**config.mk**
```make
export PLATFORM = sky130hd
export DESIGN_NAME = coproc_access_and_secure_config
export DESIGN_NICKNAME = d
export VERILOG_FILES = /design/src/verilog/coproc_pkg.sv /design/src/verilog/coproc_access_and_secure_config.sv /design/src/verilog/rights_check.sv /design/src/verilog/secure_config_bank.sv
export VERILOG_INCLUDE_DIRS = /design/src /design/src/verilog
export SDC_FILE = /design/constraint.sdc
export NUM_CORES = 1
export LEC_CHECK = 0
export BUFFER_PORTS_ARGS = -buffer_cell sky130_fd_sc_hd__clkbuf_2
export CORE_ASPECT_RATIO = 1.4
export CORE_MARGIN = 2
export CORE_UTILIZATION = 46
export CTS_CLUSTER_SIZE = 25
export DETAILED_ROUTE_END_ITERATION = 8
export GPL_TIMING_DRIVEN = 1
export PLACE_DENSITY = 0.8
export SETUP_SLACK_MARGIN = 0.05
export SYNTH_ARGS = -nofsm -noshare
export SYNTH_HDL_FRONTEND = slang
export SYNTH_SLANG_ARGS = --single-unit
```
**constraint.sdc**
```tcl
create_clock -name clock -period 2.5 [get_ports clock]
set_input_delay 0.75 -clock clock [delete_from_list [all_inputs] [get_ports clock]]
set_output_delay 0.75 -clock clock [all_outputs]
set_load 0.02 [all_outputs]
```
**src/verilog/coproc_defs.svh**
```systemverilog
// holds the encodings, field positions and reset values of the coprocessor
// access control and secure configuration registers.
// assumes inclusion by bare name from the design files of this block.
`ifndef COPROC_DEFS_SVH
`define COPROC_DEFS_SVH

// system coprocessor move encodings shared by both registers
`define SYS_CRN_C1 4'h1
`define SYS_OPC1_ZERO 3'h0

// coproc_access_ctrl: opc1 0, c1, c0, opc2 2
`define ACCESS_CTRL_CRM 4'h0
`define ACCESS_CTRL_OPC2 3'h2

// secure_config: opc1 0, c1, c1, opc2 0
`define SECURE_CONFIG_CRM 4'h1
`define SECURE_CONFIG_OPC2 3'h0

// coproc_access_ctrl field positions
`define VECTOR_EXT_DISABLE_BIT 31
`define UPPER_FP_REGS_DISABLE_BIT 30
`define ELEVEN_RIGHTS_HI 23
`define ELEVEN_RIGHTS_LO 22
`define TEN_RIGHTS_HI 21
`define TEN_RIGHTS_LO 20
`define RIGHTS_RESET 2'h0
`define DISABLE_RESET 1'h0

// coprocessor numbers that the rights fields govern
`define COPROC_TEN 4'ha
`define COPROC_ELEVEN 4'hb

// secure_config field positions, width and reset value
`define SECURE_CONFIG_WIDTH 6
`define NONSECURE_FLAG_BIT 0
`define IRQ_TO_MONITOR_BIT 1
`define FIQ_TO_MONITOR_BIT 2
`define ABORT_TO_MONITOR_BIT 3
`define FIQ_MASK_WRITABLE_BIT 4
`define ABORT_MASK_WRITABLE_BIT 5
`define SECURE_CONFIG_RESET 6'h00

`endif

```
**src/verilog/coproc_pkg.sv**
```systemverilog
// holds the types shared by the coprocessor access and secure config block.
// assumes nothing of its surroundings.
package coproc_pkg;

	// two-bit rights encoding, in field order: 00, 01, 10, 11
	typedef enum logic [1:0] {
		RIGHTS_DENIED,
		RIGHTS_KERNEL,
		RIGHTS_RESERVED,
		RIGHTS_FULL
	} rights_t;

	// which register a system coprocessor move selects
	typedef enum logic [1:0] {
		TARGET_NONE,
		TARGET_ACCESS_CTRL,
		TARGET_SECURE_CONFIG
	} sys_target_t;

endpackage

```
**src/verilog/coproc_access_and_secure_config.sv**
```systemverilog
// holds the coprocessor access control and secure configuration logic of the
// core: the register moves, the per-instruction undefined check and the
// security routing outputs.
// assumes every input comes from core logic on the same clock, and that the
// mode inputs describe the mode of the instruction being presented.
`timescale 1ns/10ps
`include "coproc_defs.svh"
module coproc_access_and_secure_config
#(
	parameter bit FPU_PRESENT = 1'b1,
	parameter bit VECTOR_PRESENT = 1'b1
)
(
	input wire logic clock,
	input wire logic nrst,
	input wire logic ce,
	input wire logic sys_req,
	input wire logic sys_write,
	input wire logic [2:0] sys_opc1,
	input wire logic [3:0] sys_crn,
	input wire logic [3:0] sys_crm,
	input wire logic [2:0] sys_opc2,
	input wire logic [31:0] sys_wdata,
	input wire logic mode_user,
	input wire logic mode_monitor,
	input wire logic instr_valid,
	input wire logic [3:0] instr_coproc,
	input wire logic instr_vector,
	input wire logic instr_upper_regs,
	output logic sys_done_q,
	output logic sys_hit_q,
	output logic sys_undef_q,
	output logic [31:0] sys_rdata_q,
	output logic instr_done_q,
	output logic instr_undef_q,
	output logic nonsecure_q,
	output logic irq_to_monitor_q,
	output logic fiq_to_monitor_q,
	output logic abort_to_monitor_q,
	output logic fast_irq_mask_bit_writable_q,
	output logic abort_mask_bit_writable_q
);

	// a vector extension cannot exist without the fpu it extends
	generate
		if (VECTOR_PRESENT && !FPU_PRESENT)
		begin : g_bad_config
			$error("vector extension requires the floating-point unit");
		end
	endgenerate

	typedef struct packed {
		logic [1:0] ten_rights;
		logic [1:0] eleven_rights;
		logic vec_dis;
		logic upper_dis;
		logic sys_done;
		logic sys_hit;
		logic sys_undef;
		logic [31:0] sys_rdata;
		logic instr_done;
		logic instr_undef;
		logic nonsecure;
		logic irq_mon;
		logic fiq_mon;
		logic abort_mon;
		logic fiq_mask_wr;
		logic abort_mask_wr;
	} state_t;

	state_t s_q;
	state_t s_d;

	logic [`SECURE_CONFIG_WIDTH-1:0] scr_value;
	logic scr_write;
	logic [`SECURE_CONFIG_WIDTH-1:0] scr_wdata;
	logic ten_allow;
	logic eleven_allow;
	logic secure_now;
	logic eff_vec_dis;
	logic eff_upper_dis;
	coproc_pkg::sys_target_t target;

	// select the register addressed by a system coprocessor move
	function automatic coproc_pkg::sys_target_t decode_target(
		input logic [2:0] opc1,
		input logic [3:0] crn,
		input logic [3:0] crm,
		input logic [2:0] opc2
	);
		decode_target = coproc_pkg::TARGET_NONE;
		if (opc1 == `SYS_OPC1_ZERO && crn == `SYS_CRN_C1)
		begin
			if (crm == `ACCESS_CTRL_CRM && opc2 == `ACCESS_CTRL_OPC2)
			begin
				decode_target = coproc_pkg::TARGET_ACCESS_CTRL;
			end
			else if (crm == `SECURE_CONFIG_CRM && opc2 == `SECURE_CONFIG_OPC2)
			begin
				decode_target = coproc_pkg::TARGET_SECURE_CONFIG;
			end
		end
	endfunction

	// read image of coproc_access_ctrl; every other bit reads zero
	function automatic logic [31:0] access_ctrl_image(
		input logic [1:0] ten,
		input logic [1:0] eleven,
		input logic vdis,
		input logic udis
	);
		access_ctrl_image = 32'h0000_0000;
		if (FPU_PRESENT)
		begin
			access_ctrl_image[`VECTOR_EXT_DISABLE_BIT] = vdis;
			access_ctrl_image[`UPPER_FP_REGS_DISABLE_BIT] = udis;
			access_ctrl_image[`ELEVEN_RIGHTS_HI:`ELEVEN_RIGHTS_LO] = eleven;
			access_ctrl_image[`TEN_RIGHTS_HI:`TEN_RIGHTS_LO] = ten;
		end
	endfunction

	// effective disables: without the vector extension both stick at one;
	// without an fpu they read zero, standing in for the unknown value
	assign eff_vec_dis = VECTOR_PRESENT ? s_q.vec_dis : 1'b1;
	assign eff_upper_dis = VECTOR_PRESENT ? s_q.upper_dis : 1'b1;

	// monitor mode counts as secure whatever the flag says
	assign secure_now = !scr_value[`NONSECURE_FLAG_BIT] || mode_monitor;

	assign target = decode_target(sys_opc1, sys_crn, sys_crm, sys_opc2);

	// rights of the two floating-point coprocessors
	rights_check u_ten_check
	(
		.rights(s_q.ten_rights),
		.user_mode(mode_user),
		.allow(ten_allow)
	);

	rights_check u_eleven_check
	(
		.rights(s_q.eleven_rights),
		.user_mode(mode_user),
		.allow(eleven_allow)
	);

	// secure configuration storage
	secure_config_bank u_secure_config
	(
		.clock(clock),
		.nrst(nrst),
		.ce(ce),
		.write_en(scr_write),
		.write_data(scr_wdata),
		.value(scr_value)
	);

	// register moves, instruction checks and security outputs
	always_comb
	begin
		s_d = s_q;
		s_d.sys_done = 1'b0;
		s_d.sys_hit = 1'b0;
		s_d.sys_undef = 1'b0;
		s_d.sys_rdata = 32'h0000_0000;
		s_d.instr_done = 1'b0;
		s_d.instr_undef = 1'b0;
		scr_write = 1'b0;
		scr_wdata = sys_wdata[`SECURE_CONFIG_WIDTH-1:0];

		// one answer per move, one cycle after the request
		if (sys_req)
		begin
			s_d.sys_done = 1'b1;
			unique case (target)
				coproc_pkg::TARGET_ACCESS_CTRL:
				begin
					s_d.sys_hit = 1'b1;
					// single copy, no banking by security state
					if (mode_user)
					begin
						s_d.sys_undef = 1'b1;
					end
					else if (sys_write)
					begin
						// no fpu: whole register write-ignored
						if (FPU_PRESENT)
						begin
							s_d.eleven_rights = sys_wdata[`ELEVEN_RIGHTS_HI:`ELEVEN_RIGHTS_LO];
							s_d.ten_rights = sys_wdata[`TEN_RIGHTS_HI:`TEN_RIGHTS_LO];
						end
						// disables only store when the vector extension exists
						if (FPU_PRESENT && VECTOR_PRESENT)
						begin
							s_d.vec_dis = sys_wdata[`VECTOR_EXT_DISABLE_BIT];
							s_d.upper_dis = sys_wdata[`UPPER_FP_REGS_DISABLE_BIT];
						end
					end
					else
					begin
						s_d.sys_rdata = access_ctrl_image(s_q.ten_rights, s_q.eleven_rights,
							eff_vec_dis, eff_upper_dis);
					end
				end
				coproc_pkg::TARGET_SECURE_CONFIG:
				begin
					s_d.sys_hit = 1'b1;
					// restricted: secure kernel-privilege modes only
					if (mode_user || !secure_now)
					begin
						s_d.sys_undef = 1'b1;
					end
					else if (sys_write)
					begin
						scr_write = 1'b1;
					end
					else
					begin
						s_d.sys_rdata[`SECURE_CONFIG_WIDTH-1:0] = scr_value;
					end
				end
				coproc_pkg::TARGET_NONE:
				begin
					// other system registers live elsewhere; answered with no hit
					s_d.sys_hit = 1'b0;
				end
			endcase
		end

		// check uses the registered state, so a write taken at an edge
		// governs every instruction taken from the next edge on
		if (instr_valid)
		begin
			s_d.instr_done = 1'b1;
			if (!FPU_PRESENT)
			begin
				s_d.instr_undef = 1'b1;
			end
			else if (instr_coproc == `COPROC_TEN)
			begin
				s_d.instr_undef = !ten_allow;
			end
			else if (instr_coproc == `COPROC_ELEVEN)
			begin
				s_d.instr_undef = !eleven_allow;
			end
			else
			begin
				// coprocessors without rights here are not implemented
				s_d.instr_undef = 1'b1;
			end
			if (instr_vector && eff_vec_dis)
			begin
				s_d.instr_undef = 1'b1;
			end
			if (instr_upper_regs && eff_upper_dis)
			begin
				s_d.instr_undef = 1'b1;
			end
		end

		// routing and mask permissions follow the stored config one cycle later
		s_d.nonsecure = scr_value[`NONSECURE_FLAG_BIT] && !mode_monitor;
		s_d.irq_mon = scr_value[`IRQ_TO_MONITOR_BIT];
		s_d.fiq_mon = scr_value[`FIQ_TO_MONITOR_BIT];
		s_d.abort_mon = scr_value[`ABORT_TO_MONITOR_BIT];
		s_d.fiq_mask_wr = secure_now || scr_value[`FIQ_MASK_WRITABLE_BIT];
		s_d.abort_mask_wr = secure_now || scr_value[`ABORT_MASK_WRITABLE_BIT];
	end

	// state register; ce low freezes everything
	always_ff @(posedge clock or negedge nrst)
	begin
		if (!nrst)
		begin
			s_q.ten_rights <= `RIGHTS_RESET;
			s_q.eleven_rights <= `RIGHTS_RESET;
			s_q.vec_dis <= `DISABLE_RESET;
			s_q.upper_dis <= `DISABLE_RESET;
			s_q.sys_done <= 1'b0;
			s_q.sys_hit <= 1'b0;
			s_q.sys_undef <= 1'b0;
			s_q.sys_rdata <= 32'h0000_0000;
			s_q.instr_done <= 1'b0;
			s_q.instr_undef <= 1'b0;
			s_q.nonsecure <= 1'b0;
			s_q.irq_mon <= 1'b0;
			s_q.fiq_mon <= 1'b0;
			s_q.abort_mon <= 1'b0;
			s_q.fiq_mask_wr <= 1'b1; // secure after reset, so writable
			s_q.abort_mask_wr <= 1'b1;
		end
		else if (ce)
		begin
			s_q <= s_d;
		end
	end

	// every output straight from the state register
	assign sys_done_q = s_q.sys_done;
	assign sys_hit_q = s_q.sys_hit;
	assign sys_undef_q = s_q.sys_undef;
	assign sys_rdata_q = s_q.sys_rdata;
	assign instr_done_q = s_q.instr_done;
	assign instr_undef_q = s_q.instr_undef;
	assign nonsecure_q = s_q.nonsecure;
	assign irq_to_monitor_q = s_q.irq_mon;
	assign fiq_to_monitor_q = s_q.fiq_mon;
	assign abort_to_monitor_q = s_q.abort_mon;
	assign fast_irq_mask_bit_writable_q = s_q.fiq_mask_wr;
	assign abort_mask_bit_writable_q = s_q.abort_mask_wr;
endmodule

```
**src/verilog/rights_check.sv**
```systemverilog
// holds the decode of one two-bit coprocessor rights field.
// assumes the caller gives the current user-mode level from the same clock.
`timescale 1ns/10ps
module rights_check
(
	input wire logic [1:0] rights,
	input wire logic user_mode,
	output logic allow
);

	// denied and reserved both refuse; kernel-only refuses user mode
	function automatic logic rights_allow(input logic [1:0] r, input logic user);
		coproc_pkg::rights_t code;
		code = coproc_pkg::rights_t'(r);
		unique case (code)
			coproc_pkg::RIGHTS_DENIED: rights_allow = 1'b0;
			coproc_pkg::RIGHTS_KERNEL: rights_allow = !user;
			coproc_pkg::RIGHTS_RESERVED: rights_allow = 1'b0;
			coproc_pkg::RIGHTS_FULL: rights_allow = 1'b1;
		endcase
	endfunction

	// decode of the field
	assign allow = rights_allow(rights, user_mode);
endmodule

```
**src/verilog/secure_config_bank.sv**
```systemverilog
// holds the secure_config storage, six implemented bits.
// assumes the caller has already checked the secure kernel-privilege access.
`timescale 1ns/10ps
`include "coproc_defs.svh"
module secure_config_bank
(
	input wire logic clock,
	input wire logic nrst,
	input wire logic ce,
	input wire logic write_en,
	input wire logic [`SECURE_CONFIG_WIDTH-1:0] write_data,
	output logic [`SECURE_CONFIG_WIDTH-1:0] value
);

	typedef struct packed {
		logic [`SECURE_CONFIG_WIDTH-1:0] value;
	} bank_state_t;

	bank_state_t s_q;
	bank_state_t s_d;

	// next value: a permitted write replaces all six bits
	always_comb
	begin
		s_d = s_q;
		if (write_en)
		begin
			s_d.value = write_data;
		end
	end

	// reset leaves secure state and own-mode routing, masks secure-only
	always_ff @(posedge clock or negedge nrst)
	begin
		if (!nrst)
		begin
			s_q.value <= `SECURE_CONFIG_RESET;
		end
		else if (ce)
		begin
			s_q <= s_d;
		end
	end

	assign value = s_q.value;
endmodule
```
; ---- Yosys cells after proc, flatten, opt, wreduce, memory -nomap -nowiden
; Index checks and enable logic that the tools add are counted.
[classes]
n_mul = 0
eq_ne = 13
n_reduce_logical = 27
bitwise = 1
addsub = 0
n_lt_le_gt_ge = 0
muxes = 25
shifts = 0
div_mod_pow = 0
[op_table]
columns = operator, n
row1 = 32-bit 2-to-1 mux, 2
row2 = 35-bit 2-to-1 mux, 1
row3 = 26-bit 2-to-1 mux, 1
row4 = 6-bit 2-to-1 mux, 2
row5 = 6-bit case mux with 2 select lines, 1
row6 = 2-bit equality test (second input constant), 5
row7 = 1-bit 2-to-1 mux, 10
row8 = 4-bit by 1-bit equality test with 1-bit output (second input constant), 2
row9 = 4-bit equality test (second input constant), 2
row10 = 2-bit 2-to-1 mux, 4
row11 = 2-bit by 1-bit equality test with 1-bit output (second input constant), 3
row12 = 1-bit logical AND, 6
row13 = 1-bit logical NOT, 6
row14 = 2-bit logical NOT, 3
row15 = 3-bit logical NOT, 2
row16 = 1-bit case mux with 3 select lines, 2
row17 = 2-bit OR reduction, 3
row18 = 5-bit AND reduction, 1
row19 = 4-bit logical NOT, 1
row20 = 1-bit logical OR, 4
row21 = 1-bit case mux with 2 select lines, 2
row22 = 3-bit by 2-bit equality test with 1-bit output (second input constant), 1
row23 = 2-bit AND reduction, 1
row24 = 1-bit inverter, 1
[totals]
ramBits = 0
in_bits = 60
output_inout_bits = 43
ff_bits = 55
memories = 0
elab_cells = 83
latchBits = 0
romBits = 0

; ---- Longest topological paths before layout
; Gate-level depths: netlist of run 1.
[logic_depth]
ltp_word = 9
ltp_mapped = 5
mapped_depth_nobuf = 4

; ---- By module
; A second synthesis of run 1 with hierarchy kept.
[unflattened]
cells_unflattened = 166
hier_area_um2 = 1848.0
[by_module_without_submodules]
columns = mod, n_inst, cells_per_inst, seq_area_each_um2, area_per_inst_um2
row1 = coproc_access_and_secure_config, 1, 149, 728.2, 1574.0
row2 = secure_config_bank, 1, 13, 150.1, 251.5
row3 = rights_check, 2, 2, 0.0, 11.3

; ---- Worst setup path before layout of run 1
; Ideal clock, no wire load.
[synth_timing]
kind = in2reg
from = input port sys_crn[1]
to = register s_q, in the netlist eff_upper_dis
setup_time_ns = 0.125
arrival_ns = 2.120
path_buffers = 0
slack_ns = 0.256
path_stages = 4
required_time_ns = 2.375
path_cell_list = or4b_4 > nor4_2 > nand3_2 > mux2_2
[synth_via]
elab_chain_cells = 5
[synth_lines]
columns = element, line_no
row1 = "start, declared", coproc_access_and_secure_config.sv:20  ; input wire logic [3:0] sys_crn,
row2 = 4-bit by 1-bit equality test with 1-bit output (no source line), --
row3 = 1-bit logical AND (no source line), --
row4 = 2-bit 2-to-1 mux, coproc_access_and_secure_config.sv:92  ; if (opc1 == `SYS_OPC1_ZERO && crn == `SYS_CRN_C1)
row5 = 2-bit by 1-bit equality test with 1-bit output, coproc_access_and_secure_config.sv:175  ; unique case (target)
row6 = 5-bit AND reduction (no source line), --
row7 = "end, declared", coproc_access_and_secure_config.sv:71  ; state_t s_q;
; Every way passes these cells.
; A chain may end at the register's enable or synchronous reset.

; ---- Worst setup path in the final report of run 1
[layout_timing]
from = input port sys_crn[1]
to = register s_q, in the netlist sys_rdata_q[5]
[layout_via]
elab_chain_cells = 6
elab_cells_between_ends = 7
classes_between = eq/ne (3) / mux (3) / reduce/logical (1)
[layout_lines]
columns = element, line_no
row1 = 4-bit by 1-bit equality test with 1-bit output (no source line) *, --
row2 = 1-bit logical AND (no source line) *, --
row3 = 2-bit 2-to-1 mux *, coproc_access_and_secure_config.sv:92
row4 = 2-bit equality test / 2-bit by 1-bit equality test with 1-bit output (equally long branches), coproc_access_and_secure_config.sv:175
row5 = 6-bit case mux with 2 select lines *, coproc_access_and_secure_config.sv:175
row6 = 35-bit 2-to-1 mux *, coproc_access_and_secure_config.sv:172  ; if (sys_req)
; Every way passes the cells marked *; elsewhere a longest branch is shown, timed or not.

==> metrics.txt, run 1 <==
status complete, no violations; Hold EP fast_irq_mask_bit_writable_q; Hold Crit Start fast_irq_mask_bit_writable_q; critical path, cell by cell clkbuf_2 > or4b_4 > or4_4 > nor3b_4 > a22o_1; Area contributors post-synth dfrtp_1, buf_4, mux2_2, a22o_1, dfstp_2; die area ~4200 sq um; GRT overflow 0; CTS max path bufs 2; Critical Path RT 2.72 ns; Starting Density 0.475; Hold Fails Final Rpt 0; Vias roughly 1200; GPL Wtd Cong 0.737; Avg Vias per Cell around 5; Max-slew headroom 0.433; CTS H-tree depth 2; routed wire length 3.17 mm; Routed Antenna Nets 0; CTS tree done; final setup violation count 0; Root Driver clkbuf_8; setup repair bufs after CTS 0; clock sink count 35; clock slew at reported path FFs 0.06 ns; Synth top area share 0.481; critical register-to-register path startpoint u_secure_config.value[0]; hold path cells 2; Final nets 259; cell family with most CP delay simple AND/OR/NAND/NOR gates; CTS Buf Count 5; Worst VDD drop 0.357 mV; Setup crit end kind register; Yosys reg bits 35; Synth Instances 144; post-DR wirelength/cell approximately 13 um; die width 55.6 um; Area Growth Syn to Fin 17.1%; hold_buf cts 0; most common cell after layout, fill and taps aside clkbuf_2; largest net degree at the start of global routing 36; layout cells sized above 1 0.475; Fill cells 336; max-slew violations 0; skew final ~0.0062 ns; placed wire-length estimate between 2 and 2.5 mm; post-cts gate resize count 0; Total Neg Setup Slack 0 ns; Row Count 26; largest area contributor in the synthesized netlist dfrtp_1; slowest CP cell or4b_4; max reg flops 12; CP Buf/Inv Count 1; initial antenna violation count 0; Finished Core Util 0.556; CP Data Arrival Time ~2.4 ns; die height 76.3 um; transition time at the pin with the least slew margin 0.851 ns; IO Pins 103; PwrDens 555 nW/um^2; first-pass GRT wire length 5.20 mm; fmax roughly 460 MHz; drt initial violations 10; DRC violations left 0; distinct cell type count after synthesis 28; Hold Slack 0.494 ns; max cap viols 0; Core ar. 3610 sq um; R2R Setup Slk 0.98 ns; Pre-antenna DRT Iters 4; fin crit share 0.867; Worst Reg2Reg Path Length in Cells 4; RSZ-0062 raised after global routing false; clock latency on the worst-skew pair around 0.29 ns; Post-Layout Cell Count roughly 240; syn avg cell area 11.9 sq um; Synth Cell Area between 1500 and 2000 sq um; worst hold path type register to register; placed cell count 234; minimum clock period 2.17 ns; Slowest Stage Delay on Critical Path around 0.54 ns; number of global-route vias before repair 1158; critical path peak fanout 5; path type of the worst setup path input port to register; Antenna diodes 0; GR Util All Layers 0.160; P_leak 1.10 nW; IO buf count 62; crit path launch type input port; Reg-to-Reg End u_secure_config.value[1]; Seq/Total Area, Yosys 0.512; commonest cells after routing, fill and taps aside clkbuf_2, dfrtp_1, conb_1; synth warn 0
-- Yosys cell counts --
cell type and count:
a211oi_1 1, a21oi_1 3, a22o_1 12, a22oi_1 1, and2b_1 1, and3b_1 1
buf_2 1, buf_4 33, clkbuf_1 1, conb_1 1, dfrtp_1 33, dfstp_2 2
inv_1 4, mux2_2 16, mux2i_1 2, nand2_1 4, nand2b_1 3, nand3_2 2
nand4b_1 1, nor2_1 8, nor3_1 3, nor3b_4 1, nor4_2 1, o21ai_0 3
o2bb2ai_1 2, or4_1 2, or4_4 1, or4b_4 1
-- per-layer routing --
layer,up-vias,routed length [um],track usage,part of all wire
met3,6,253,0.0543,0.080
li1,560,-,-,-
met2,56,1630,0.268,0.51
met4,0,65,0.0829,0.021
met1,560,1220,0.176,0.39
met5,-,0,0,0
-- worst reg2reg max path, stage by stage (launching register included) --
cell	delay, ns
dfrtp_1	0.40
and2b_1	0.17
nor3_1	0.28
nand3_2	0.23
mux2_2	0.33
-- worst max path at each step --
stage | from | endpoint | slack, ns | cells after the start
after CTS | sys_crn[1] | sys_rdata_q[5] | 0.35 | 5
after floorplan | sys_crn[1] | eff_upper_dis | 0.26 | 4
after global routing | sys_crn[1] | sys_rdata_q[2] | 0.27 | 5
after detailed placement | sys_crn[1] | sys_rdata_q[1] | 0.05 | 5
after global placement | sys_crn[1] | sys_rdata_q[5] | 0.07 | 5
final | sys_crn[1] | sys_rdata_q[5] | 0.33 | 5
-- power by group --
part	internal, mW	total (mW)	switching (mW)
Clock	0.251	0.440	0.189
Combinational	0.0331	0.102	0.0688
Sequential	0.571	0.573	0.00216
Total	0.855	1.12	0.260
-- final cells by class --
cell class	instances	area, sq um	share of cell area
Clock buffer	8	100	0.0498
Inverter	4	15.0	0.00747
Multi-Input combinational cell	89	638	0.318
Sequential cell	35	878	0.437
Tap cell	42	52.6	0.0262
Timing Repair Buffer	64	325	0.162
-- metrics by stage --
step | area (sq um) | worst slack, ns | power [mW]
after detailed placement | 1910 | 0.0504 | 0.687
after CTS | 2010 | 0.355 | 1.13
final | 2010 | 0.332 | 1.12
after floorplan | 1790 | 0.256 | 0.657
after global placement | 1910 | 0.0729 | 0.686
after global routing | 2010 | 0.272 | 1.16
-- kinds of logic (layout without fill, tap and decap cells) --
logic type      Yosys count  count (layout)  share of synthesized area
flops                    35              35                      0.512
mux                      18              18                      0.117
simple gates             29              29                      0.114
other cells               1              20                    0.00218
buf+inv                  39              76                      0.158
compound gates           22              22                     0.0977
(Power assumes the default switching activity.)
==> run 2: changes to the inputs <==
ABC_AREA = 1   (was default)
CORE_UTILIZATION = 49   (was 46)
PLACE_DENSITY = 0.81   (was 0.8)
==> run 2 against run 1 <==
Synthesized cell count increased by 72%. Fmax increased by 25%. Critical path depth fell by 4. Global-route usage grew 2.9 points. Core utilization is 2.0 points higher. Design area rose by 13%. Worst hold slack got worse by 0.021 ns. Largest cell class unchanged. Critical endpoint is now abort_mask_bit_writable_q.
==> metrics.txt, run 2 <==
Setup crit end kind output pin; Critical Path RT 1.75 ns (-0.97 ns); GRT overflow 0 (unchanged); Total Neg Setup Slack 0 ns (unchanged); Routed Antenna Nets 0 (unchanged); final setup violation count 0 (unchanged); RSZ-0062 raised after global routing false; Vias 1638 (+39%); most frequent cells after synthesis nand2_1, buf_4, dfrtp_1; Starting Density 0.510 (+0.0346); minimum clock period 1.73 ns (-0.439 ns); Synth Instances 247 (+72%); PnR worst setup slack 0.771 ns (+0.439 ns); Worst VDD drop 0.409 mV (+15%); clock slew at reported path FFs 0.06 ns (about the same); fin crit share 0.692 (-0.175); die height 79.9 um (+4.7%); CTS H-tree depth 2 (unchanged); hold_buf cts 0 (unchanged); drt initial violations 35 (+25); CTS tree done; most common cell after layout, fill and taps aside nand2_1; largest net degree at the start of global routing 36 (unchanged); global routing usage on met2 0.311 (+0.0435); Seq/Total Area, Yosys 0.436 (-0.0759); P_leak 1.38 nW (+25%); fmax 578 MHz (+25%); first-pass GRT wire length 6.71 mm (+29%); CTS max path bufs 2 (unchanged); DRC violations left 0 (unchanged); setup repair bufs after CTS 0 (unchanged); Area Growth Syn to Fin 13.0%; clock latency on the worst-skew pair 0.28 ns (about the same); clock sink count 35 (unchanged); GPL Wtd Cong 0.800 (+8.5%); IO buf count 62 (unchanged); path type of the worst setup path register to output pin; PwrDens 504 nW/um^2 (-9.1%); Slowest Stage Delay on Critical Path 0.54 ns (about the same); max reg flops 12 (unchanged); CTS Buf Count 5 (unchanged); Area contributors post-synth dfrtp_1, nand2_1, buf_4, nand3_1, inv_1; die area 4650 sq um (+9.6%); Pint 0.867 mW (+1.3%); met1 usage 0.213 (+0.0368); number of synthesized flops with an enable pin 0 (unchanged); Clock power frac 0.378 (-0.017); status complete, no violations; critical path peak fanout 2 (-3); slowest CP cell dfstp_2; worst hold path type register to register; Switch Pwr 0.282 mW (+8.5%); dpl cell area 2180 sq um (+14%); Sw Ratio 0.246 (+0.0125); post-DR wirelength/cell 10.8 um (-17%); Main synth FF type dfrtp_1; skew final 0.00227 ns (-0.00395 ns); Pre-antenna DRT Iters 4 (unchanged); max-slew violations 0 (unchanged); CP Buf/Inv Count 1 (unchanged); transition time at the pin with the least slew margin 0.810 ns (-0.0413 ns); Root Driver clkbuf_8; Final nets 359 (+39%); crit path launch type register; die width 58.2 um (+4.6%); Max-slew headroom 0.460 (+0.0275); busiest grt layer met2; routed wire length 3.71 mm (+17%); Yosys reg bits 35 (unchanged); Synth top area share 0.410 (-0.0714); Hold Fails Final Rpt 0 (unchanged); initial antenna violation count 0 (unchanged); GR Util All Layers 0.188 (+0.0288); number of global-route vias before repair 1611 (+39%); most common cell in the synthesized netlist nand2_1; Antenna diodes 0 (unchanged); commonest cells after routing, fill and taps aside nand2_1, clkbuf_2, dfrtp_1; cell family with most CP delay flip-flops; Pwr Total 1.15 mW (+3.0%); synth warn 0 (unchanged); met3 GRT Util 0.0502 (-0.00409); syn avg cell area 8.16 sq um (-32%); post-route design area 2280 sq um (+13%); IO Pins 103 (unchanged); largest area contributor in the synthesized netlist dfrtp_1; Post-synth ARST share 1.00 (unchanged); layout cells sized above 1 0.340 (-0.135); CP Data Arrival Time 0.98 ns (-1.41 ns); distinct cell type count after synthesis 27 (-3.6%); Finished Core Util 0.576 (+0.0200); critical path, cell by cell clkbuf_2; Synth Cell Area 2020 sq um (+17%); post-cts gate resize count 0 (unchanged); Core ar. 3950 sq um (+9.5%); placed wire-length estimate 2.97 mm (+19%); Reg power frac 0.503 (-0.011); Avg Vias per Cell 4.78 (-2.2%); max cap viols 0 (unchanged); Row Count 27 (+3.8%); Comb power frac 0.118 (+0.027); Placement Setup Slack 0.737 ns (+0.686 ns)
## run 2: cell type report
class / count / area, sq um
Multi-Input combinational cell: 171 / 837
Fill cell: 395 / 1670
Clock buffer: 8 / 100
Sequential cell: 35 / 878
Inverter: 23 / 91.3
Tap cell: 43 / 53.8
Timing Repair Buffer: 63 / 318
## run 2: power by group through the flow
stage	Clock (mW)	Combinational, mW	Sequential, mW
floorplan	0	0.0947	0.597
global placement	0	0.135	0.589
detailed placement	0	0.137	0.589
CTS	0.446	0.137	0.578
global route	0.472	0.154	0.579
finish	0.435	0.136	0.578
## run 2: logic make-up (layout without fill, tap and decap cells)
| kind of cell | count (synthesis) | after routing | synth area share |
|---|---|---|---|
| AOI/OAI and AO/OA | 12 | 12 | 0.0410 |
| and+or+nand+nor | 139 | 139 | 0.337 |
| DFF | 35 | 35 | 0.436 |
| buffers and inverters | 60 | 94 | 0.184 |
| other | 1 | 20 | 0.00186 |
## run 2: worst paths after layout
check	start	to	slack, ns	depth (start not counted)
worst max-delay path	abort_mask_bit_writable_q	abort_mask_bit_writable_q	0.77	1
worst min-delay path	instr_done_q	instr_done_q	0.47	2
worst max register to register	u_secure_config.value[0]	u_secure_config.value[2]	1.20	6
worst min register to register	instr_done_q	instr_done_q	0.47	2
max in group asynchronous	nrst	nonsecure_q	1.44	1
min in group asynchronous	nrst	eff_upper_dis	0.54	1
## run 2: tightest hold or removal path, stage by stage (launching register included)
cell	delay [ns]
dfrtp_1	0.34
nand2_1	0.05
nand2_1	0.05
## run 2: per-stage QoR
| step | std cells | hold WS (ns) |
|---|---|---|
| 2_1_floorplan | 266 | 0.450 |
| 5_1_grt | 343 | 0.497 |
| 6_report | 343 | 0.472 |
| 3_3_place_gp | 335 | 0.458 |
| 3_5_place_dp | 335 | 0.458 |
| 4_1_cts | 343 | 0.473 |
## run 2: routing by layer
layer	share of wire	up-vias
met4	0.035	0
met5	0	-
met3	0.071	11
li1	-	815
met2	0.51	67
met1	0.38	745
